File: src/rtl/i2csf_pkg.sv
// package for the two-wire bus status flag block
// assumes one peripheral clock and a 32-bit apb register bus
package i2csf_pkg;
   // register byte offsets (word aligned)
   localparam logic [7:0] STAT_OFF = 8'h00; // serial_bus_status
   localparam logic [7:0] TXH_OFF = 8'h04; // transmit_holding_register
   localparam logic [7:0] RXH_OFF = 8'h08; // receive_holding_register
   // status bit positions
   localparam int ACK_BIT = 15;
   localparam int TXP_BIT = 14;
   localparam int COL_BIT = 10;
   localparam int GC_BIT = 9;
   localparam int TEN_BIT = 8;
   localparam int WCOL_BIT = 7;
   localparam int OV_BIT = 6;
   localparam int DA_BIT = 5;
   localparam int STOP_BIT = 4;
   localparam int START_BIT = 3;
   localparam int RW_BIT = 2;
   localparam int RXF_BIT = 1;
   localparam int TXF_BIT = 0;
   // flags that software may clear by writing zero
   localparam logic [31:0] SW_CLR_MASK = 32'h0000_04D8;
   localparam logic [31:0] STAT_RESET = 32'h0000_0000;
   // events reported by the bus engine, one-cycle pulses except the busy level
   typedef struct packed {
      logic tx_start;   // master transmission begins
      logic ack_slot;   // end of slave acknowledge slot
      logic ack_nack;   // sampled ack bit, 1 = nack
      logic collision;  // bus collision in master op
      logic gen_call;   // address equals general call
      logic ten_match;  // second ten-bit byte matched
      logic addr_match; // device address matched
      logic addr_read;  // r/w bit of that address
      logic data_rx;    // data byte received as slave
      logic start_cond; // start or repeated start
      logic stop_cond;  // stop detected
      logic byte_rx;    // byte ready in shift register
      logic tx_done;    // transmit data fully sent
      logic busy;       // engine busy (level)
   } i2csf_evt_t;
endpackage

File: src/rtl/i2csf_status.sv
// status flags of a two-wire bus controller with an apb register port
// assumes bus-engine events are synchronous to clk_i, single-cycle pulses except the busy level
//
// Implementation choices: the register addresses and the APB register port.
`timescale 1ns/1ps
module i2csf_status (
   input wire logic clk_i,
   input wire logic rst_i,
   input wire logic psel_i,
   input wire logic penable_i,
   input wire logic pwrite_i,
   input wire logic [7:0] paddr_i,
   input wire logic [31:0] pwdata_i,
   output logic [31:0] prdata_o,
   output logic pready_o,
   output logic pslverr_o,
   input wire i2csf_pkg::i2csf_evt_t evt_i,
   input wire logic [7:0] rx_shift_i,
   output logic [7:0] tx_data_o,
   output logic tx_load_o
);
   import i2csf_pkg::*;

   // flag registers
   logic ack_result_flag_q;
   logic tx_progress_flag_q;
   logic collision_flag_q;
   logic general_call_flag_q;
   logic ten_bit_match_flag_q;
   logic write_collision_flag_q;
   logic rx_overflow_flag_q;
   logic data_flag_q;
   logic stop_flag_q;
   logic start_flag_q;
   logic read_dir_flag_q;
   logic rx_full_flag_q;
   logic tx_full_flag_q;
   logic [7:0] rx_hold_q; // receive_holding_register
   logic [7:0] tx_hold_q; // transmit_holding_register
   logic tx_load_q;
   logic [31:0] prdata_q;
   logic pready_q;
   logic pslverr_q;

   // apb decode: access phase, answered in one wait cycle
   wire acc = psel_i & penable_i & ~pready_q;
   wire hit_stat = (paddr_i == STAT_OFF);
   wire hit_txh = (paddr_i == TXH_OFF);
   wire hit_rxh = (paddr_i == RXH_OFF);
   wire mapped = hit_stat | hit_txh | hit_rxh;
   wire wr_stat = acc & pwrite_i & hit_stat;
   wire wr_txh = acc & pwrite_i & hit_txh;
   wire rd_rxh = acc & ~pwrite_i & hit_rxh;
   // transmit write refused while engine busy or buffer still full
   wire tx_reject = wr_txh & (evt_i.busy | tx_full_flag_q);
   wire tx_accept = wr_txh & ~tx_reject;
   // zero written to a clearable bit clears it
   wire [31:0] sw_clr = (wr_stat ? ~pwdata_i : 32'h0000_0000) & SW_CLR_MASK;
   // receive transfer finds holding register still full
   wire ovf_evt = evt_i.byte_rx & rx_full_flag_q & ~rd_rxh;

   // assembled status word, unimplemented bits tied low
   wire [31:0] status_word = {16'h0000, ack_result_flag_q, tx_progress_flag_q,
      3'b000, collision_flag_q, general_call_flag_q, ten_bit_match_flag_q,
      write_collision_flag_q, rx_overflow_flag_q, data_flag_q, stop_flag_q,
      start_flag_q, read_dir_flag_q, rx_full_flag_q, tx_full_flag_q};
   wire [31:0] rd_mux = hit_stat ? status_word :
      hit_rxh ? {24'h0000_00, rx_hold_q} :
      hit_txh ? {24'h0000_00, tx_hold_q} : 32'h0000_0000;

   // apb answer registers
   always_ff @(posedge clk_i) begin
      if (rst_i) begin
         pready_q <= 1'b0;
         pslverr_q <= 1'b0;
         prdata_q <= 32'h0000_0000;
      end else begin
         pready_q <= acc;
         pslverr_q <= acc & ~mapped;
         prdata_q <= (acc & ~pwrite_i) ? rd_mux : 32'h0000_0000;
      end
   end

   // master transmit flags
   always_ff @(posedge clk_i) begin
      if (rst_i) begin
         ack_result_flag_q <= 1'b0;
         tx_progress_flag_q <= 1'b0;
      end else begin
         if (evt_i.ack_slot) begin
            ack_result_flag_q <= evt_i.ack_nack;
         end
         // start wins if a new byte begins as the ack ends
         if (evt_i.tx_start) begin
            tx_progress_flag_q <= 1'b1;
         end else if (evt_i.ack_slot) begin
            tx_progress_flag_q <= 1'b0;
         end
      end
   end

   // sticky error flags: hardware set beats software clear
   always_ff @(posedge clk_i) begin
      if (rst_i) begin
         collision_flag_q <= 1'b0;
         write_collision_flag_q <= 1'b0;
         rx_overflow_flag_q <= 1'b0;
      end else begin
         collision_flag_q <= evt_i.collision | (collision_flag_q & ~sw_clr[COL_BIT]);
         write_collision_flag_q <= tx_reject |
            (write_collision_flag_q & ~sw_clr[WCOL_BIT]);
         rx_overflow_flag_q <= ovf_evt | (rx_overflow_flag_q & ~sw_clr[OV_BIT]);
      end
   end

   // address match flags, dropped at stop
   always_ff @(posedge clk_i) begin
      if (rst_i) begin
         general_call_flag_q <= 1'b0;
         ten_bit_match_flag_q <= 1'b0;
      end else begin
         if (evt_i.gen_call) begin
            general_call_flag_q <= 1'b1;
         end else if (evt_i.stop_cond) begin
            general_call_flag_q <= 1'b0;
         end
         if (evt_i.ten_match) begin
            ten_bit_match_flag_q <= 1'b1;
         end else if (evt_i.stop_cond) begin
            ten_bit_match_flag_q <= 1'b0;
         end
      end
   end

   // slave byte type and direction
   always_ff @(posedge clk_i) begin
      if (rst_i) begin
         data_flag_q <= 1'b0;
         read_dir_flag_q <= 1'b0;
      end else begin
         if (evt_i.addr_match) begin
            data_flag_q <= 1'b0;
            read_dir_flag_q <= evt_i.addr_read;
         end else if (evt_i.data_rx) begin
            data_flag_q <= 1'b1;
         end
      end
   end

   // start/stop: last condition wins; a hardware event beats a software clear
   always_ff @(posedge clk_i) begin
      if (rst_i) begin
         stop_flag_q <= 1'b0;
         start_flag_q <= 1'b0;
      end else if (evt_i.start_cond) begin
         start_flag_q <= 1'b1;
         stop_flag_q <= 1'b0;
      end else if (evt_i.stop_cond) begin
         stop_flag_q <= 1'b1;
         start_flag_q <= 1'b0;
      end else begin
         stop_flag_q <= stop_flag_q & ~sw_clr[STOP_BIT];
         start_flag_q <= start_flag_q & ~sw_clr[START_BIT];
      end
   end

   // receive holding register; an overflowing byte is dropped, old one kept
   always_ff @(posedge clk_i) begin
      if (rst_i) begin
         rx_hold_q <= 8'h00;
         rx_full_flag_q <= 1'b0;
      end else if (evt_i.byte_rx & ~ovf_evt) begin
         rx_hold_q <= rx_shift_i;
         rx_full_flag_q <= 1'b1;
      end else if (rd_rxh) begin
         rx_full_flag_q <= 1'b0;
      end
   end

   // transmit holding register and load pulse to the engine
   always_ff @(posedge clk_i) begin
      if (rst_i) begin
         tx_hold_q <= 8'h00;
         tx_full_flag_q <= 1'b0;
         tx_load_q <= 1'b0;
      end else begin
         tx_load_q <= tx_accept;
         if (tx_accept) begin
            tx_hold_q <= pwdata_i[7:0];
            tx_full_flag_q <= 1'b1;
         end else if (evt_i.tx_done) begin
            tx_full_flag_q <= 1'b0;
         end
      end
   end

   assign prdata_o = prdata_q;
   assign pready_o = pready_q;
   assign pslverr_o = pslverr_q;
   assign tx_data_o = tx_hold_q;
   assign tx_load_o = tx_load_q;

   AST_ACK_FOLLOWS: assert property (@(posedge clk_i) disable iff (rst_i)
      evt_i.ack_slot |=> ack_result_flag_q == $past(evt_i.ack_nack))
      else $error("ack flag not updated");
   AST_TXP_DROP: assert property (@(posedge clk_i) disable iff (rst_i)
      evt_i.ack_slot && !evt_i.tx_start |=> !tx_progress_flag_q)
      else $error("tx progress not dropped");
   AST_COL_STICKY: assert property (@(posedge clk_i) disable iff (rst_i)
      collision_flag_q && !sw_clr[COL_BIT] |=> collision_flag_q)
      else $error("collision flag lost");
   AST_GC_STOP: assert property (@(posedge clk_i) disable iff (rst_i)
      evt_i.stop_cond && !evt_i.gen_call |=> !general_call_flag_q)
      else $error("general call not cleared");
   AST_TEN_SET: assert property (@(posedge clk_i) disable iff (rst_i)
      evt_i.ten_match |=> ten_bit_match_flag_q)
      else $error("ten-bit flag not set");
   AST_WCOL: assert property (@(posedge clk_i) disable iff (rst_i)
      wr_txh && evt_i.busy |=> write_collision_flag_q && !tx_load_o)
      else $error("busy write not rejected");
   AST_OVF: assert property (@(posedge clk_i) disable iff (rst_i)
      ovf_evt |=> rx_overflow_flag_q && rx_full_flag_q)
      else $error("overflow not flagged");
   AST_DA: assert property (@(posedge clk_i) disable iff (rst_i)
      evt_i.addr_match |=> !data_flag_q)
      else $error("data flag not cleared on address");
   AST_SS_EXCL: assert property (@(posedge clk_i) disable iff (rst_i)
      !(stop_flag_q && start_flag_q))
      else $error("start and stop both set");
   AST_START: assert property (@(posedge clk_i) disable iff (rst_i)
      evt_i.start_cond |=> start_flag_q && !stop_flag_q)
      else $error("start flag wrong");
   AST_DIR: assert property (@(posedge clk_i) disable iff (rst_i)
      evt_i.addr_match |=> read_dir_flag_q == $past(evt_i.addr_read))
      else $error("direction flag wrong");
   AST_RXF_RD: assert property (@(posedge clk_i) disable iff (rst_i)
      rd_rxh && !evt_i.byte_rx |=> !rx_full_flag_q)
      else $error("rx full not cleared");
   AST_TXF: assert property (@(posedge clk_i) disable iff (rst_i)
      tx_accept |=> tx_full_flag_q ##0 tx_load_o)
      else $error("tx full not set");
   AST_ZERO: assert property (@(posedge clk_i) disable iff (rst_i)
      pready_q |-> prdata_q[31:16] == 16'h0000)
      else $error("upper bits nonzero");

   // set or clear of a flag: visible one cycle after its event
   AST_TXP_SET: assert property (@(posedge clk_i) disable iff (rst_i)
      evt_i.tx_start |=> tx_progress_flag_q)
      else $error("tx progress not set");
   AST_COL_SET: assert property (@(posedge clk_i) disable iff (rst_i)
      evt_i.collision |=> collision_flag_q)
      else $error("collision flag not set");
   AST_GC_SET: assert property (@(posedge clk_i) disable iff (rst_i)
      evt_i.gen_call |=> general_call_flag_q)
      else $error("general call flag not set");
   AST_TEN_STOP: assert property (@(posedge clk_i) disable iff (rst_i)
      evt_i.stop_cond && !evt_i.ten_match |=> !ten_bit_match_flag_q)
      else $error("ten-bit flag not cleared");
   AST_DA_SET: assert property (@(posedge clk_i) disable iff (rst_i)
      evt_i.data_rx && !evt_i.addr_match |=> data_flag_q)
      else $error("data flag not set");
   AST_STOP: assert property (@(posedge clk_i) disable iff (rst_i)
      evt_i.stop_cond && !evt_i.start_cond |=> stop_flag_q && !start_flag_q)
      else $error("stop flag wrong");
   AST_RXF_SET: assert property (@(posedge clk_i) disable iff (rst_i)
      evt_i.byte_rx && !rx_full_flag_q |=> rx_full_flag_q && rx_hold_q == $past(rx_shift_i))
      else $error("receive byte not loaded");
   AST_TXF_DONE: assert property (@(posedge clk_i) disable iff (rst_i)
      evt_i.tx_done && !tx_accept |=> !tx_full_flag_q)
      else $error("tx full not cleared");

   // hold side: flags and the held byte move only on their own events or a software clear
   AST_ACK_HOLD: assert property (@(posedge clk_i) disable iff (rst_i)
      !evt_i.ack_slot |=> $stable(ack_result_flag_q))
      else $error("ack flag moved without ack slot");
   AST_WCOL_STICKY: assert property (@(posedge clk_i) disable iff (rst_i)
      write_collision_flag_q && !sw_clr[WCOL_BIT] |=> write_collision_flag_q)
      else $error("write collision flag lost");
   AST_OVF_KEEP: assert property (@(posedge clk_i) disable iff (rst_i)
      ovf_evt |=> rx_hold_q == $past(rx_hold_q))
      else $error("overflowing byte overwrote held byte");
   AST_DIR_HOLD: assert property (@(posedge clk_i) disable iff (rst_i)
      !evt_i.addr_match |=> $stable(read_dir_flag_q))
      else $error("direction flag moved without address");
   // a zero written to the start bit clears it when no condition competes
   AST_SW_CLR_START: assert property (@(posedge clk_i) disable iff (rst_i)
      wr_stat && !pwdata_i[START_BIT] && !evt_i.start_cond && !evt_i.stop_cond
      |=> !start_flag_q)
      else $error("start flag not cleared by software");
endmodule

File: config.mk
export PLATFORM = sky130hd
export DESIGN_NAME = i2csf_status
export DESIGN_NICKNAME = d
export VERILOG_FILES = /design/src/rtl/i2csf_pkg.sv /design/src/rtl/i2csf_status.sv
export SDC_FILE = /design/constraint.sdc
export NUM_CORES = 1
export LEC_CHECK = 0
export CORE_MARGIN = 2
export CORE_UTILIZATION = 40
export DETAILED_ROUTE_END_ITERATION = 16
export DONT_BUFFER_PORTS = 1
export SLEW_MARGIN = 10
export SYNTH_ARGS = -nofsm -noshare
export SYNTH_HDL_FRONTEND = slang
export SYNTH_SLANG_ARGS = --single-unit
File: constraint.sdc
create_clock -name clk_i -period 3.5 [get_ports clk_i]
set_clock_uncertainty 0.05 [all_clocks]
set_input_delay 0.175 -clock clk_i [delete_from_list [all_inputs] [get_ports clk_i]]
set_output_delay 0.175 -clock clk_i [all_outputs]
set_load 0.02 [all_outputs]
==> qor.yml <==
yosys:
  synth_top_area_frac: 0.429
  synth_area_um2: 2100
  ys_warn_count: 0
  netlist_top_cells_count: "dfxtp_1, nand2b_1, nor3_1, buf_4, mux2i_1"
  ys_ff_latch: 45
  ys_seq_area_frac: 0.429
  async_flop_share: 0
  synth.largest_area_cell: "dfxtp_1"
  synth_most_common_cell: "dfxtp_1"
  synth_cells: 226
  avgSynthCellArea_um2: 9.29
  ys.flop_type: "dfxtp_1"
  synth_cell_types: 35
  synth-edff-count: 0
  synth_area_leaders: "dfxtp_1, nand2b_1, mux2i_1"
timing:
  max_slew.worst_pin.slew_ns: 0.838
  timing.fmax_ghz: 0.526
  hold_violations: 0
  min_period_ns: 1.90
  finalCritPeriodShare: 0.543
  drv_slew: 0
  setup_viol: 0
  rsz0062_at_grt: "false"
  setup_tns_ns: 0
  relSlewSlack: 0.440
place:
  dpl.hpwl_mm: 3.13
  placed_area_um2: 2070
  place_congestion: 0.704
  port_buffers: 0
worst_setup_path:
  slowest_delay_ns: 0.84
  cp.depth: 3
  critPathMaxFanout: 8
  crit_required_ns: 3.68
  crit_chain: "nand3b_1 > o41ai_4 > mux2i_1"
  critPathArrivalTime_ns: 2.08
  crit_path_end_kind: "flip-flop"
  r2r_cells: 3
  path_class: "reg2reg"
  crit_path_start_kind: "flip-flop"
  crit_slowest_cell: "o41ai_4"
  path_delay_family: "compound AO/OA/AOI/OAI gates"
  crit_buf_inv: 0
final_layout:
  antennaDiodeCount: 0
  nNetsFinal: 318
  design_area_um2: 2470
  largest_reg_flops: 13
  fillerInstances: 528
  drive_above_1_share: 0.0556
  final_util: 0.486
  areaGrowthSynthToFinish_pct: 17.5
  final-seq-area_um2: 901
  multiInputGateArea_um2: 1050
clock_network:
  clkSlewWorstSetupHoldPaths_ns: 0.08
  cts_tree: "yes"
  clock_path_buffers: 2
  htreeDepth: 2
  clock-root-buffer: "clkbuf_8"
  cts_setup_buffers: 0
  clock-sinks: 45
  cts_buffers: 5
  insertion_delay_ns: 0.30
floorplanning:
  fp.dieH_um: 76.5
  core_um2: 5070
  num_io_pins: 110
  initial_utilization: 0.414
  die_w_um: 76.5
  num_rows: 26
  dieArea_um2: 5840
global_routing:
  grt_usage: 0.166
  grt_pass1_vias: 1484
  grt_overflow: 0
  grt_pass1_wl_mm: 7.53
  antenna_found_initial: 0
  grt_max_degree: 31
routing:
  ant_nets: 0
  wl_mm: 4.77
  drt_pass1_iterations: 4
  vias: 1571
  initialDrtViolationCount: 57
  drc: 0
  avgRoutedWirePerCell_um: 14.8
  post_drt_via_cell_ratio: 4.88
outcome:
  status: "finished clean"
power:
  vdd_drop_max_v: 0.000231
  finalPower_uw: 989
  power_density_nw_per_um2: 401
  leakagePower_uw: 0.000948
min_path:
  hold_depth: 2
  min_path_type: "in2reg"
job:
  cap_viol_max_count: 0
[cells in the final DEF, fill, tap and decap left out, drive strengths merged, types with 2 or more instances in the layout]
cell / count
and4b: 2
or4: 2
o41ai: 2
nor3: 20
or3: 2
a211oi: 2
o21ai: 2
a22oi: 8
conb: 19
and4: 2
dfxtp: 45
and2: 6
nor2: 14
dlygate4sd3: 29
inv: 5
clkbuf: 7
mux2i: 18
nand2b: 43
a21oi: 6
buf: 2
nor4: 3
[cells by family (layout without fill, tap and decap cells)]
family	after synthesis	in the layout	synth area share
other cells	1	19	0.00179
simple gates	102	102	0.292
buf+inv	36	44	0.102
mux	18	18	0.0858
flops	45	45	0.429
compound gates	24	24	0.0894
[routing by layer]
metal / wire (um) / vias to the layer above / share of wire / GRT usage
met5: 0 / - / 0 / 0
met4: 64 / 0 / 0.013 / 0.0600
met3: 338 / 7 / 0.071 / 0.0557
met2: 2230 / 54 / 0.47 / 0.273
met1: 2130 / 722 / 0.45 / 0.201
li1: - / 788 / - / -
[report_power, final]
| part | internal, uW | leakage (uW) | total [uW] | switching [uW] |
|---|---|---|---|---|
| logic | 51.8 | 0.000527 | 105 | 52.7 |
| registers | 526 | 0.000367 | 535 | 8.50 |
| clock network | 178 | 0.0000542 | 349 | 171 |
| total | 757 | 0.000948 | 989 | 232 |
[area by class of cell]
type                       count  share of cell area
tap                           70              0.0355
sequential                    45               0.365
clock buffer                   7              0.0391
timing repair buffer          31               0.124
clock inverter                 1             0.00203
inverter                       5             0.00761
multi-input combinational    163               0.427
[metrics by stage]
| stage | hold slack (ns) | instances | setup WS [ns] |
|---|---|---|---|
| floorplan | 0.204 | 244 | 1.68 |
| global placement | 0.202 | 285 | 1.46 |
| finish | 0.0130 | 322 | 1.60 |
| global route | 0.00484 | 322 | 1.43 |
| detailed placement | 0.204 | 285 | 1.40 |
| CTS | 0.0000267 | 322 | 1.57 |
[final timing paths]
| kind | start | slack (ns) | end |
|---|---|---|---|
| setup / recovery | pready_o$_SDFF_PP0_ | 1.60 | rx_hold_q[3]$_SDFFE_PP0P_ |
| hold reg to reg | ten_bit_match_flag_q$_SDFFE_PP0P_ | 0.40 | prdata_o[8]$_SDFF_PP0_ |
| hold / removal | rst_i | 0.01 | tx_data_o[6]$_SDFFE_PP0P_ |
| setup reg to reg | pready_o$_SDFF_PP0_ | 1.60 | rx_hold_q[3]$_SDFFE_PP0P_ |
[what timing repair did]
action | in CTS | in global routing
hold buffers | 29 | 0
gates resized for setup | 0 | 0
endpoints found under the hold margin | 29 | 0
No activity file was read; power rests on OpenSTA's default activity.
